[src/design/pps_pkg.sv]
// constants for the pll power and status register slice
package pps_pkg;
	// ==========================================
	// register word addresses
	localparam logic [7:0] PPS_ADDR_PWR = 8'h05;
	localparam logic [7:0] PPS_ADDR_CAL = 8'h06;
	localparam logic [7:0] PPS_ADDR_STAT = 8'h07;
	localparam logic [7:0] PPS_LAST_ADDR_DEF = 8'h3F;
	// ==========================================
	// reset values and masks
	localparam logic [15:0] PPS_PWR_RST = 16'h0030;
	localparam logic [15:0] PPS_CAL_RST = 16'h0000;
	localparam logic [15:0] PPS_STAT_RST = 16'h0000;
	localparam logic [15:0] PPS_STAT_RD_MASK = 16'h0FFF;
	localparam logic [10:0] PPS_PDN_POR_MASK = 11'h01A;
	localparam logic [15:0] PPS_PWR_POR_SET = 16'h001E;
	// ==========================================
	// power register bit positions
	localparam int PPS_PWR_VCOBUF_REG = 10;
	localparam int PPS_PWR_VCO_REG = 9;
	localparam int PPS_PWR_VCOBUF = 8;
	localparam int PPS_PWR_CP_REG = 7;
	localparam int PPS_PWR_LOCKDET = 6;
	localparam int PPS_PWR_FBPS = 5;
	localparam int PPS_PWR_PSA = 4;
	localparam int PPS_PWR_FODCLK = 3;
	localparam int PPS_PWR_PFD = 2;
	localparam int PPS_PWR_PS = 1;
	localparam int PPS_PWR_REF = 0;
	localparam int PPS_PDN_W = 11;
	// ==========================================
	// status register bit positions
	localparam int PPS_ST_LOCK_A = 11;
	localparam int PPS_ST_VCO_POR = 10;
	localparam int PPS_ST_NVM_RD_ERR = 9;
	localparam int PPS_ST_NVM_WR_ERR = 8;
	localparam int PPS_ST_RD_ERR = 7;
	localparam int PPS_ST_WR_ERR = 6;
	localparam int PPS_ST_CRC_ERR = 5;
	localparam int PPS_ST_BUSY = 4;
	localparam int PPS_ST_CAL_DONE = 3;
	localparam int PPS_ST_CFG_DONE = 2;
	localparam int PPS_ST_UNLOCK = 1;
	localparam int PPS_ST_LOCK = 0;
	// ==========================================
	// state of the register slice
	typedef struct packed {
		logic [15:0] pwr;
		logic [15:0] cal;
		logic [15:0] stat;
		logic [15:0] rdata;
		logic [10:0] pdn;
		logic lock_prev;
		logic por_prev;
	} pps_state_t;
endpackage : pps_pkg

[src/design/pps_regs.sv]
// pll power-down control, calibration word and status register slice
// Contract
// - power register at word 5h, resets to 30h, prescaler bits 5 and 4 set
// - bits 10, 9, 8 power down vco buffer regulator, vco regulator, vco buffer
// - bits 7, 6, 5 power down charge pump regulator, lock detector, feedback prescaler
// - bits 4, 3, 1 held low during power-on reset once rst_n_in is released (reset loads bit 4 high), set high afterwards
// - bit 2 high keeps phase detector off until calibration, then cleared
// - word 6h holds read-only 16-bit calibration word, reset zero
// - status at word 7h, bit 11 analog lock, bits 15-12 reserved
// - status bit 10 shows vco regulator power-on-reset
// - bit 9 set on eeprom operation during read phase, cleared by read
// - bit 8 set on eeprom operation during write phase, cleared by read
// - bit 7 set when a read addresses beyond the last register
// - bit 6 set when a write addresses beyond the last register
// - bit 5 set on eeprom checksum mismatch during configuration
// - bit 4 reads one while an eeprom operation is in progress
// - bit 3 set once calibration has finished
// - bit 2 set once configuration has finished
// - bit 1 sticky loss of lock, cleared by recalibration or reset pin
// - bit 0 reports frequency lock
`timescale 1ns/10ps
`default_nettype none
module pps_regs
	import pps_pkg::*;
#(
	parameter logic [7:0] LAST_REG_ADDR = PPS_LAST_ADDR_DEF
) (
	input wire logic clk_sys_in,
	input wire logic rst_n_in,
	input wire logic [7:0] reg_addr_in,
	input wire logic reg_wr_in,
	input wire logic reg_rd_in,
	input wire logic [15:0] reg_wdata_in,
	output logic [15:0] reg_rdata_out,
	input wire logic reset_sync_pin_n_in,
	input wire logic lock_det_in,
	input wire logic lock_det_analog_in,
	input wire logic vco_ldo_por_in,
	input wire logic por_active_in,
	input wire logic recal_start_in,
	input wire logic cal_done_evt_in,
	input wire logic [15:0] cal_word_in,
	input wire logic config_done_evt_in,
	input wire logic nvm_op_req_in,
	input wire logic nvm_rd_phase_in,
	input wire logic nvm_wr_phase_in,
	input wire logic nvm_busy_in,
	input wire logic nvm_crc_err_in,
	output logic vco_buffer_regulator_off_out,
	output logic vco_regulator_off_out,
	output logic vco_buffer_off_out,
	output logic charge_pump_regulator_off_out,
	output logic lock_detector_off_out,
	output logic fb_prescaler_off_out,
	output logic prescaler_a_off_out,
	output logic fod_clock_path_off_out,
	output logic phase_detector_off_out,
	output logic prescaler_off_out,
	output logic input_path_regulator_off_out
);
	// ==========================================
	// elaboration check
	if (LAST_REG_ADDR < PPS_ADDR_STAT) begin : g_bad_last
		$error("last register address lies below the status register");
	end
	// ==========================================
	// helpers
	function automatic logic hit(input logic strobe, input logic [7:0] addr, input logic [7:0] target);
		hit = strobe && (addr == target);
	endfunction : hit
	pps_state_t s_reg;
	pps_state_t s_next;
	logic [2:0] pin_s;
	logic lock_s;
	logic lock_a_s;
	logic rst_pin_n_s;
	// ==========================================
	// pin synchronisers
	pps_sync #(
		.W(3)
	) u_sync (
		.clk_sys_in(clk_sys_in),
		.rst_n_in(rst_n_in),
		.async_in({reset_sync_pin_n_in, lock_det_analog_in, lock_det_in}),
		.rst_val_in(3'h4),
		.sync_out(pin_s)
	);
	assign lock_s = pin_s[0];
	assign lock_a_s = pin_s[1];
	assign rst_pin_n_s = pin_s[2];
	logic vpor_s;
	pps_sync #(
		.W(1)
	) u_sync_por (
		.clk_sys_in(clk_sys_in),
		.rst_n_in(rst_n_in),
		.async_in(vco_ldo_por_in),
		.rst_val_in(1'h0),
		.sync_out(vpor_s)
	);
	// ==========================================
	// next state
	logic por_end;
	logic rd_stat;
	always_comb begin
		s_next = s_reg;
		por_end = s_reg.por_prev && !por_active_in;
		rd_stat = hit(reg_rd_in, reg_addr_in, PPS_ADDR_STAT);
		s_next.por_prev = por_active_in;
		s_next.lock_prev = lock_s;
		// power register: host write, then state machine overrides
		if (hit(reg_wr_in, reg_addr_in, PPS_ADDR_PWR)) begin
			s_next.pwr = reg_wdata_in;
		end
		if (por_end) begin
			s_next.pwr = s_next.pwr | PPS_PWR_POR_SET;
		end
		if (cal_done_evt_in) begin
			s_next.pwr[PPS_PWR_PFD] = 1'b0;
		end
		s_next.pdn = s_next.pwr[PPS_PDN_W-1:0] & ~(por_active_in ? PPS_PDN_POR_MASK : 11'h000);
		// calibration word only from the calibration engine
		if (cal_done_evt_in) begin
			s_next.cal = cal_word_in;
		end
		// live status bits
		s_next.stat[PPS_ST_LOCK_A] = lock_a_s;
		s_next.stat[PPS_ST_VCO_POR] = vpor_s;
		s_next.stat[PPS_ST_BUSY] = nvm_busy_in;
		s_next.stat[PPS_ST_LOCK] = lock_s;
		// clears first, sets win
		if (rd_stat) begin
			s_next.stat[PPS_ST_NVM_RD_ERR] = 1'b0;
			s_next.stat[PPS_ST_NVM_WR_ERR] = 1'b0;
		end
		if (recal_start_in || !rst_pin_n_s) begin
			s_next.stat[PPS_ST_UNLOCK] = 1'b0;
		end
		if (recal_start_in) begin
			s_next.stat[PPS_ST_CAL_DONE] = 1'b0;
		end
		if (nvm_op_req_in && nvm_rd_phase_in) begin
			s_next.stat[PPS_ST_NVM_RD_ERR] = 1'b1;
		end
		if (nvm_op_req_in && nvm_wr_phase_in) begin
			s_next.stat[PPS_ST_NVM_WR_ERR] = 1'b1;
		end
		if (reg_rd_in && (reg_addr_in > LAST_REG_ADDR)) begin
			s_next.stat[PPS_ST_RD_ERR] = 1'b1;
		end
		if (reg_wr_in && (reg_addr_in > LAST_REG_ADDR)) begin
			s_next.stat[PPS_ST_WR_ERR] = 1'b1;
		end
		if (nvm_crc_err_in) begin
			s_next.stat[PPS_ST_CRC_ERR] = 1'b1;
		end
		if (cal_done_evt_in) begin
			s_next.stat[PPS_ST_CAL_DONE] = 1'b1;
		end
		if (config_done_evt_in) begin
			s_next.stat[PPS_ST_CFG_DONE] = 1'b1;
		end
		if (s_reg.lock_prev && !lock_s) begin
			s_next.stat[PPS_ST_UNLOCK] = 1'b1;
		end
		// read data
		if (reg_rd_in) begin
			unique case (reg_addr_in)
				PPS_ADDR_PWR: s_next.rdata = s_reg.pwr;
				PPS_ADDR_CAL: s_next.rdata = s_reg.cal;
				PPS_ADDR_STAT: s_next.rdata = s_reg.stat & PPS_STAT_RD_MASK;
				default: s_next.rdata = 16'h0000;
			endcase
		end
	end
	// ==========================================
	// state register
	always_ff @(posedge clk_sys_in or negedge rst_n_in) begin
		if (!rst_n_in) begin
			s_reg.pwr <= PPS_PWR_RST;
			s_reg.cal <= PPS_CAL_RST;
			s_reg.stat <= PPS_STAT_RST;
			s_reg.rdata <= 16'h0000;
			s_reg.pdn <= PPS_PWR_RST[PPS_PDN_W-1:0];
			s_reg.lock_prev <= 1'b0;
			s_reg.por_prev <= 1'b0;
		end else begin
			s_reg <= s_next;
		end
	end
	// ==========================================
	// outputs
	assign reg_rdata_out = s_reg.rdata;
	assign vco_buffer_regulator_off_out = s_reg.pdn[PPS_PWR_VCOBUF_REG];
	assign vco_regulator_off_out = s_reg.pdn[PPS_PWR_VCO_REG];
	assign vco_buffer_off_out = s_reg.pdn[PPS_PWR_VCOBUF];
	assign charge_pump_regulator_off_out = s_reg.pdn[PPS_PWR_CP_REG];
	assign lock_detector_off_out = s_reg.pdn[PPS_PWR_LOCKDET];
	assign fb_prescaler_off_out = s_reg.pdn[PPS_PWR_FBPS];
	assign prescaler_a_off_out = s_reg.pdn[PPS_PWR_PSA];
	assign fod_clock_path_off_out = s_reg.pdn[PPS_PWR_FODCLK];
	assign phase_detector_off_out = s_reg.pdn[PPS_PWR_PFD];
	assign prescaler_off_out = s_reg.pdn[PPS_PWR_PS];
	assign input_path_regulator_off_out = s_reg.pdn[PPS_PWR_REF];
endmodule : pps_regs
`default_nettype wire

[src/design/pps_sync.sv]
// two-flop synchroniser for asynchronous pin levels
`timescale 1ns/10ps
`default_nettype none
module pps_sync #(
	parameter int W = 1
) (
	input wire logic clk_sys_in,
	input wire logic rst_n_in,
	input wire logic [W-1:0] async_in,
	input wire logic [W-1:0] rst_val_in,
	output logic [W-1:0] sync_out
);
	typedef struct packed {
		logic [W-1:0] meta;
		logic [W-1:0] stable;
	} pps_sync_t;
	pps_sync_t s_reg;
	pps_sync_t s_next;
	// ==========================================
	// first flop feeds only the second; flops hold the level relative to its reset value
	always_comb begin
		s_next.meta = async_in ^ rst_val_in;
		s_next.stable = s_reg.meta;
	end
	always_ff @(posedge clk_sys_in or negedge rst_n_in) begin
		if (!rst_n_in) begin
			s_reg <= '0;
		end else begin
			s_reg <= s_next;
		end
	end
	assign sync_out = s_reg.stable ^ rst_val_in;
endmodule : pps_sync
`default_nettype wire

[config.mk]
export PLATFORM = sky130hd
export DESIGN_NAME = pps_regs
export DESIGN_NICKNAME = d
export VERILOG_FILES = /design/src/design/pps_pkg.sv /design/src/design/pps_regs.sv /design/src/design/pps_sync.sv
export SDC_FILE = /design/constraint.sdc
export NUM_CORES = 1
export LEC_CHECK = 0
export BUFFER_PORTS_ARGS = -buffer_cell sky130_fd_sc_hd__buf_2
export CAP_MARGIN = 15
export CORE_UTILIZATION = 47
export CTS_CLUSTER_DIAMETER = 40
export CTS_CLUSTER_SIZE = 10
export DETAILED_ROUTE_END_ITERATION = 10
export GPL_TIMING_DRIVEN = 0
export PLACE_DENSITY = 0.86
export SLEW_MARGIN = 20
export SYNTH_ARGS = -nofsm -noshare
export SYNTH_HDL_FRONTEND = slang
export SYNTH_SLANG_ARGS = --single-unit
[constraint.sdc]
create_clock -name clk_sys_in -period 0.8 [get_ports clk_sys_in]
set_input_delay 0.04 -clock clk_sys_in [delete_from_list [all_inputs] [get_ports clk_sys_in]]
set_output_delay 0.04 -clock clk_sys_in [all_outputs]
set_load 0.02 [all_outputs]
== Word level (Yosys, flattened, before mapping) ==
Cells that the tools add are included.
Storage, ports and cells
  input bits: 57
  word-level logic and storage cells: 53
  register bits after elaboration: 81
Operators by class
  equality and inequality tests: 3
  reductions and logical operators: 15
  bitwise operators: 3
  muxes and demuxes: 12
  order comparisons: 1
Operators with widths (count)
  $pmux W16 S3: 1
  $eq A8 B3 Y1 const B: 3
  $mux W16: 1
  $and A11 B11 Y11: 1
  $not A5 Y11: 1
  $mux W5: 2
  $gt A8 B6 Y1 const B: 1
  $logic_and A1 B1 Y1: 8
  $reduce_bool A2 Y1: 4
  $mux W1: 7
  $logic_not A1 Y1: 2
  $mux W2: 1
  $logic_or A1 B1 Y1: 1
  $not A1 Y1: 1

== Depth between registers and ports, before layout ==
  word-level depth: 6
  mapped depth: 6
  depth with buffers taken out: 3

== By module ==
Synthesis repeated with hierarchy kept, for this count alone.
Second synthesis, totals
  cells, all modules: 235
  area total of the unflattened synthesis: 3136.8 µm²
By module, submodules not included
  pps_regs: seq. area each 1605.3 µm², area an instance 2866.5 µm², instances 1, cells each 219
  pps_sync at u_sync: seq. area each 150.1 µm², area an instance 202.7 µm², instances 1, cells each 12
  pps_sync at u_sync_por: seq. area each 50.0 µm², area an instance 67.6 µm², instances 1, cells each 4

== Least setup slack after synthesis ==
OpenSTA, ideal clock, no wires.
  path type: input to register
  from: input port reg_addr_in[0]
  to: register s_reg (netlist bit charge_pump_regulator_off_out)
  library setup time: 0.125 ns
  required time: 0.675 ns
  path slack: -0.340 ns
  arrival: 1.015 ns
  stages on the path: 6
  path buffers: 3
  cells stage by stage: buf_4 > and3b_1 > buf_6 > nand3_4 > buf_6 > mux2_4
Between the ends
  cells in the longest elaborated chain, start to end: 4
RTL lines
  start: declaration: RTL line pps_regs.sv:30  | input wire logic [7:0] reg_addr_in,
  $eq A8 B3 Y1: RTL line pps_regs.sv:69  | hit = strobe && (addr == target);
  $logic_and A1 B1 Y1: RTL line pps_regs.sv:69
  $mux W16: RTL line pps_regs.sv:112  | if (hit(reg_wr_in, reg_addr_in, PPS_ADDR_PWR)) begin
  $and A11 B11 Y11: RTL line pps_regs.sv:121  | s_next.pdn = s_next.pwr[PPS_PDN_W-1:0] & ~(por_active_in ? PPS_PDN_POR_MASK : 11'h000);
  end signal: assignment: RTL line pps_regs.sv:188  | s_reg <= s_next;
  end: declaration: RTL line pps_regs.sv:71  | pps_state_t s_reg;
Every way passes these cells.
A chain may end at the register's enable or synchronous reset.

== Worst setup path after layout ==
  from: register s_reg (netlist bit reg_rdata_out[1])
  to: output port reg_rdata_out[1]
RTL lines
  end: declaration: RTL line pps_regs.sv:34  | output logic [15:0] reg_rdata_out,
No word-level cell between the ends.

==> impl.org <==
** Global route
- Wire length of the first global-routing pass :: about 14000 um
- Global routing finished with a remaining overflow of 0.
- Vias in the first global route :: about 2700
- Maximum number of pins on one net before global-route repair :: 39
- The number of antenna violations at the first check in global routing was 0.
- Aggregate global-route resource usage :: 26.07%

** CTS
- The clock passes through at most 2 buffers.
- At the later pin of the worst-skew pair, clock insertion delay measures between 0.3 and 0.4 ns.
- CTS H-tree lvls :: 3
- Clock-pin slew was measured on the worst setup and hold paths at 0.08 ns.
- Num CTS Buffers :: 9
- Sinks on Clock Net :: between 70 and 80
- Clock root cell :: sky130_fd_sc_hd__clkbuf_8
- TritonCTS clock tree :: built

** Finish
- Total inserted antenna cells :: 0
- Cells with a size suffix above 1 make up 59.34% of the layout.
- Final Cell Area :: 0.005090 mm2
- The register with the most flip-flops in the layout has 38 of them.
- At the end of the flow, the number of nets in the layout was roughly 450.
- Relative to the synthesized area, the layout overhead comes to 63.18%.

** Worst setup path
- The startpoint identified for the worst register-to-register timing path is s_reg[51].
- STA puts the critical path data required time at between 0.7 and 0.8 ns.
- STA classifies the critical path endpoint as an output pin.
- On the critical path, the stage with the largest delay is an instance of sky130_fd_sc_hd__dfrtp_1.
- Of all nets on the critical path, the largest fanout is 2.
- The number of buffers and inverters on the critical path is 2.
- In this run the critical register-to-register path is captured at reg_rdata_out[6].
- Data on the critical path arrives at its endpoint at approximately 1.0 ns.
- Worst setup slack for register-to-register paths :: -0.24 ns
- The worst setup path is of the reg -> out kind.
- Depth of the worst register-to-register path :: 3
- The kind of cell with the highest combined delay along the critical path is flip-flops.
- Startpoint type of the worst setup path :: flop
- Crit path depth :: 2
- Highest cell delay on the worst timing path :: ~0.42 ns
- Worst setup path startpoint :: reg_rdata_out[1]
- Top cell by count, worst path :: sky130_fd_sc_hd__buf_6
- The signal on the critical path passes through buf_6 > buf_6.

** Route
- The first routing iteration left ~120 violations.
- After detailed routing, the wire length on met1 is roughly 3500 um.
- Met2 layer wire length in the routed design :: roughly 4900 um
- Wire length on met3 :: between 300 and 400 um
- Detailed routing inserted a total of ~2600 vias.
- The first detailed-routing pass ran for 4 iterations.
- The detail route stage leaves a number of antenna-violating nets equal to 0.
- In the routed layout, each cell is associated on average with a via count of 5.395.
- Dividing the detail-routed wire length by the instance count gives between 15 and 20 um.
- The detailed router used layers up to and including met4.
- Routed wire length :: approximately 9100 um
- After detailed routing, the number of remaining DRC violations is 0.

** Placement
- Placed Area :: approximately 0.0037 mm2
- At the placement stage, the worst setup path has a slack of -0.5203 ns.
- Summed over all nets, the half-perimeter wirelength after detailed placement is between 4000 and 5000 um.
- Port buffer count :: 81
- GP Congestion :: around 0.78

** Logic synthesis
- Top cell type by total area after synthesis :: sky130_fd_sc_hd__dfrtp_1
- Sequential cells were found to cover 57.88% of the synthesized design area.
- Synth warn :: 0
- In this run the mean area of a mapped cell was 13.86 um2.
- Counting flops with a built-in enable in the synthesized netlist gives 0.
- By count the netlist is led by sky130_fd_sc_hd__dfrtp_1, sky130_fd_sc_hd__mux2_2, sky130_fd_sc_hd__buf_4, sky130_fd_sc_hd__a22oi_1, sky130_fd_sc_hd__o2bb2ai_1.
- The synthesized design contains 72 register bits.
- The number of different library cells used by synthesis comes to 34.
- In the synthesized netlist, the number of instances is 225.
- The synthesized design devotes to its leading area cell type between 50% and 60% of total area.
- Number of nets in the synthesized netlist :: between 200 and 300
- After synthesis, the cell types taking the most area are sky130_fd_sc_hd__dfrtp_1, sky130_fd_sc_hd__mux2_2, sky130_fd_sc_hd__mux2_4, sky130_fd_sc_hd__buf_4, sky130_fd_sc_hd__a22oi_1.
- The most common cell in the synthesized netlist is sky130_fd_sc_hd__dfrtp_1.
- Of all flip-flops after synthesis, the portion carrying an async set or reset was between 90% and 100%.
- In this run the cell area of the synthesized design comes to around 0.0031 mm2.
- Leading register cell type out of synthesis :: sky130_fd_sc_hd__dfrtp_1

** Worst hold path
- The worst hold path belongs to the class in -> async.

** Power
- The clock network burns between 30% and 40% of the power.
- IR analysis of the VDD net gives a maximum drop of between 1000 and 1500 uV.
- Of the total power, the share spent switching nets is 25.33%.
- NetSw :: 0.002001 W
- Power per standard cell area :: between 1500 and 2000 mW/mm2
- In this run, the combinational gates consume around 16% of the power.
- In this run, flip-flops and latches consume 49.6% of the power.
- For this design the static power due to leakage is about 2.3 nW.
- Internal cell power :: 0.005899 W

** Timing
- The number of hold violations in the final report was 52.
- The number of pins exceeding their max-slew limit in the final report came to 0.
- For the pin with the worst max-slew slack, the measured transition is a little under 0.8 ns.
- Setup_tns :: -8.895 ns
- On the final layout, the worst hold slack is -0.3681 ns.
- For this run, the top clock speed supported by timing is between 900 and 1000 MHz.
- Setup repair after global routing missed its margin :: yes
- Ratio of final minimum period to clock period :: 132.4%
- Once routing completed, OpenROAD measured the worst setup slack at -0.2589 ns.
- Worst relative slew slack :: a little under half
- Clock period minus worst slack :: roughly 1.1 ns
- Worst clock skew :: between 0.01 and 0.015 ns
- Setup violations remaining at the end of the flow were counted as 66.

** Die
- Die width :: 83.47 um
- The die covers ~0.0070 mm2.
- In this run the core area contains 29 standard-cell rows.
- The die is ~83 um tall.
- 84 I/O pins were placed.
- The initial utilization of the core area, before any placement, comes to around 49%.
- Core area :: around 0.0064 mm2

** Status
- The run finished, with violations left.
- Failing checks :: negative hold slack, negative setup slack

** Job
- Across the run, the number of max-cap violations was 0.
[worst max path at each step]
stage / slack [ns] / endpoint
floorplan: -0.31 / charge_pump_regulator_off_out
global placement: -0.68 / reg_rdata_out[14]
detailed placement: -0.52 / s_reg[64]
CTS: -0.27 / fb_prescaler_off_out
global route: -0.29 / fb_prescaler_off_out
finish: -0.26 / reg_rdata_out[1]
[layout make-up]
type | instances | area, um2
Sequential cell | 72 | 1807
Timing Repair Buffer | 169 | 1468
Multi-Input combinational cell | 118 | 1348
Fill cell | 350 | 1296
Clock buffer | 12 | 165.2
Buffer | 17 | 163.9
Tap cell | 77 | 96.34
Clock inverter | 4 | 27.53
Inverter | 4 | 15.01
[per-layer routing]
layer / track usage, % / vias to the layer above
met3: 4.550 / 31
met1: 30.94 / 1283
met2: 46.35 / 94
li1: - / 1144
met4: 11.71 / 0
met5: 0 / -
[repair_timing]
| item | 4_1_cts | 5_1_grt |
|---|---|---|
| setup buffers | 30 | 10 |
| setup endpoints to repair | 62 | 69 |
| pin swaps | 9 | 8 |
| cloned | 1 | 0 |
| hold buffers | 46 | 1 |
| gates resized for setup | 94 | 26 |
| hold endpoints to repair | 83 | 35 |
[cells by family (layout without fill, tap and decap cells)]
family	count (synthesis)	after routing	synth area share [%]
DFF	72	72	57.88
AOI/OAI and AO/OA	49	49	12.60
muxes	40	40	15.64
buffers and inverters	35	206	7.460
and+or+nand+nor	29	29	6.418
[power groups by stage]
stage | combinational [W] | sequential (W) | clock (W)
after floorplan | 0.000417 | 0.00398 | 0
after global placement | 0.000770 | 0.00396 | 0
after detailed placement | 0.000808 | 0.00396 | 0
after CTS | 0.00116 | 0.00390 | 0.00277
after global routing | 0.00134 | 0.00393 | 0.00295
final | 0.00125 | 0.00392 | 0.00273
[placed cells by master (no fill, tap or decap), drive strengths merged, types with 2 or more instances in the layout]
cell type and instances:
nand2 6, inv 4, a41oi 3, a21oi 3, o2bb2ai 12, nand4 4, a21o 3, a22oi 16
mux2 40, clkinvlp 3, nor2b 2, or2 3, a22o 2, buf 134, dlygate4sd3 47, dfrtp 69
o31ai 8, dfstp 3, clkbuf 17, nand3 6, nor2 2
[metrics by stage]
step	utilization, %	total power, W	instances
after floorplan	-	0.004395	225
after global placement	58.19	0.004726	383
after detailed placement	58.54	0.004770	384
after CTS	76.69	0.007828	464
after global routing	79.70	0.008213	473
final	79.70	0.007900	473
No activity file was read; power rests on OpenSTA's default activity.
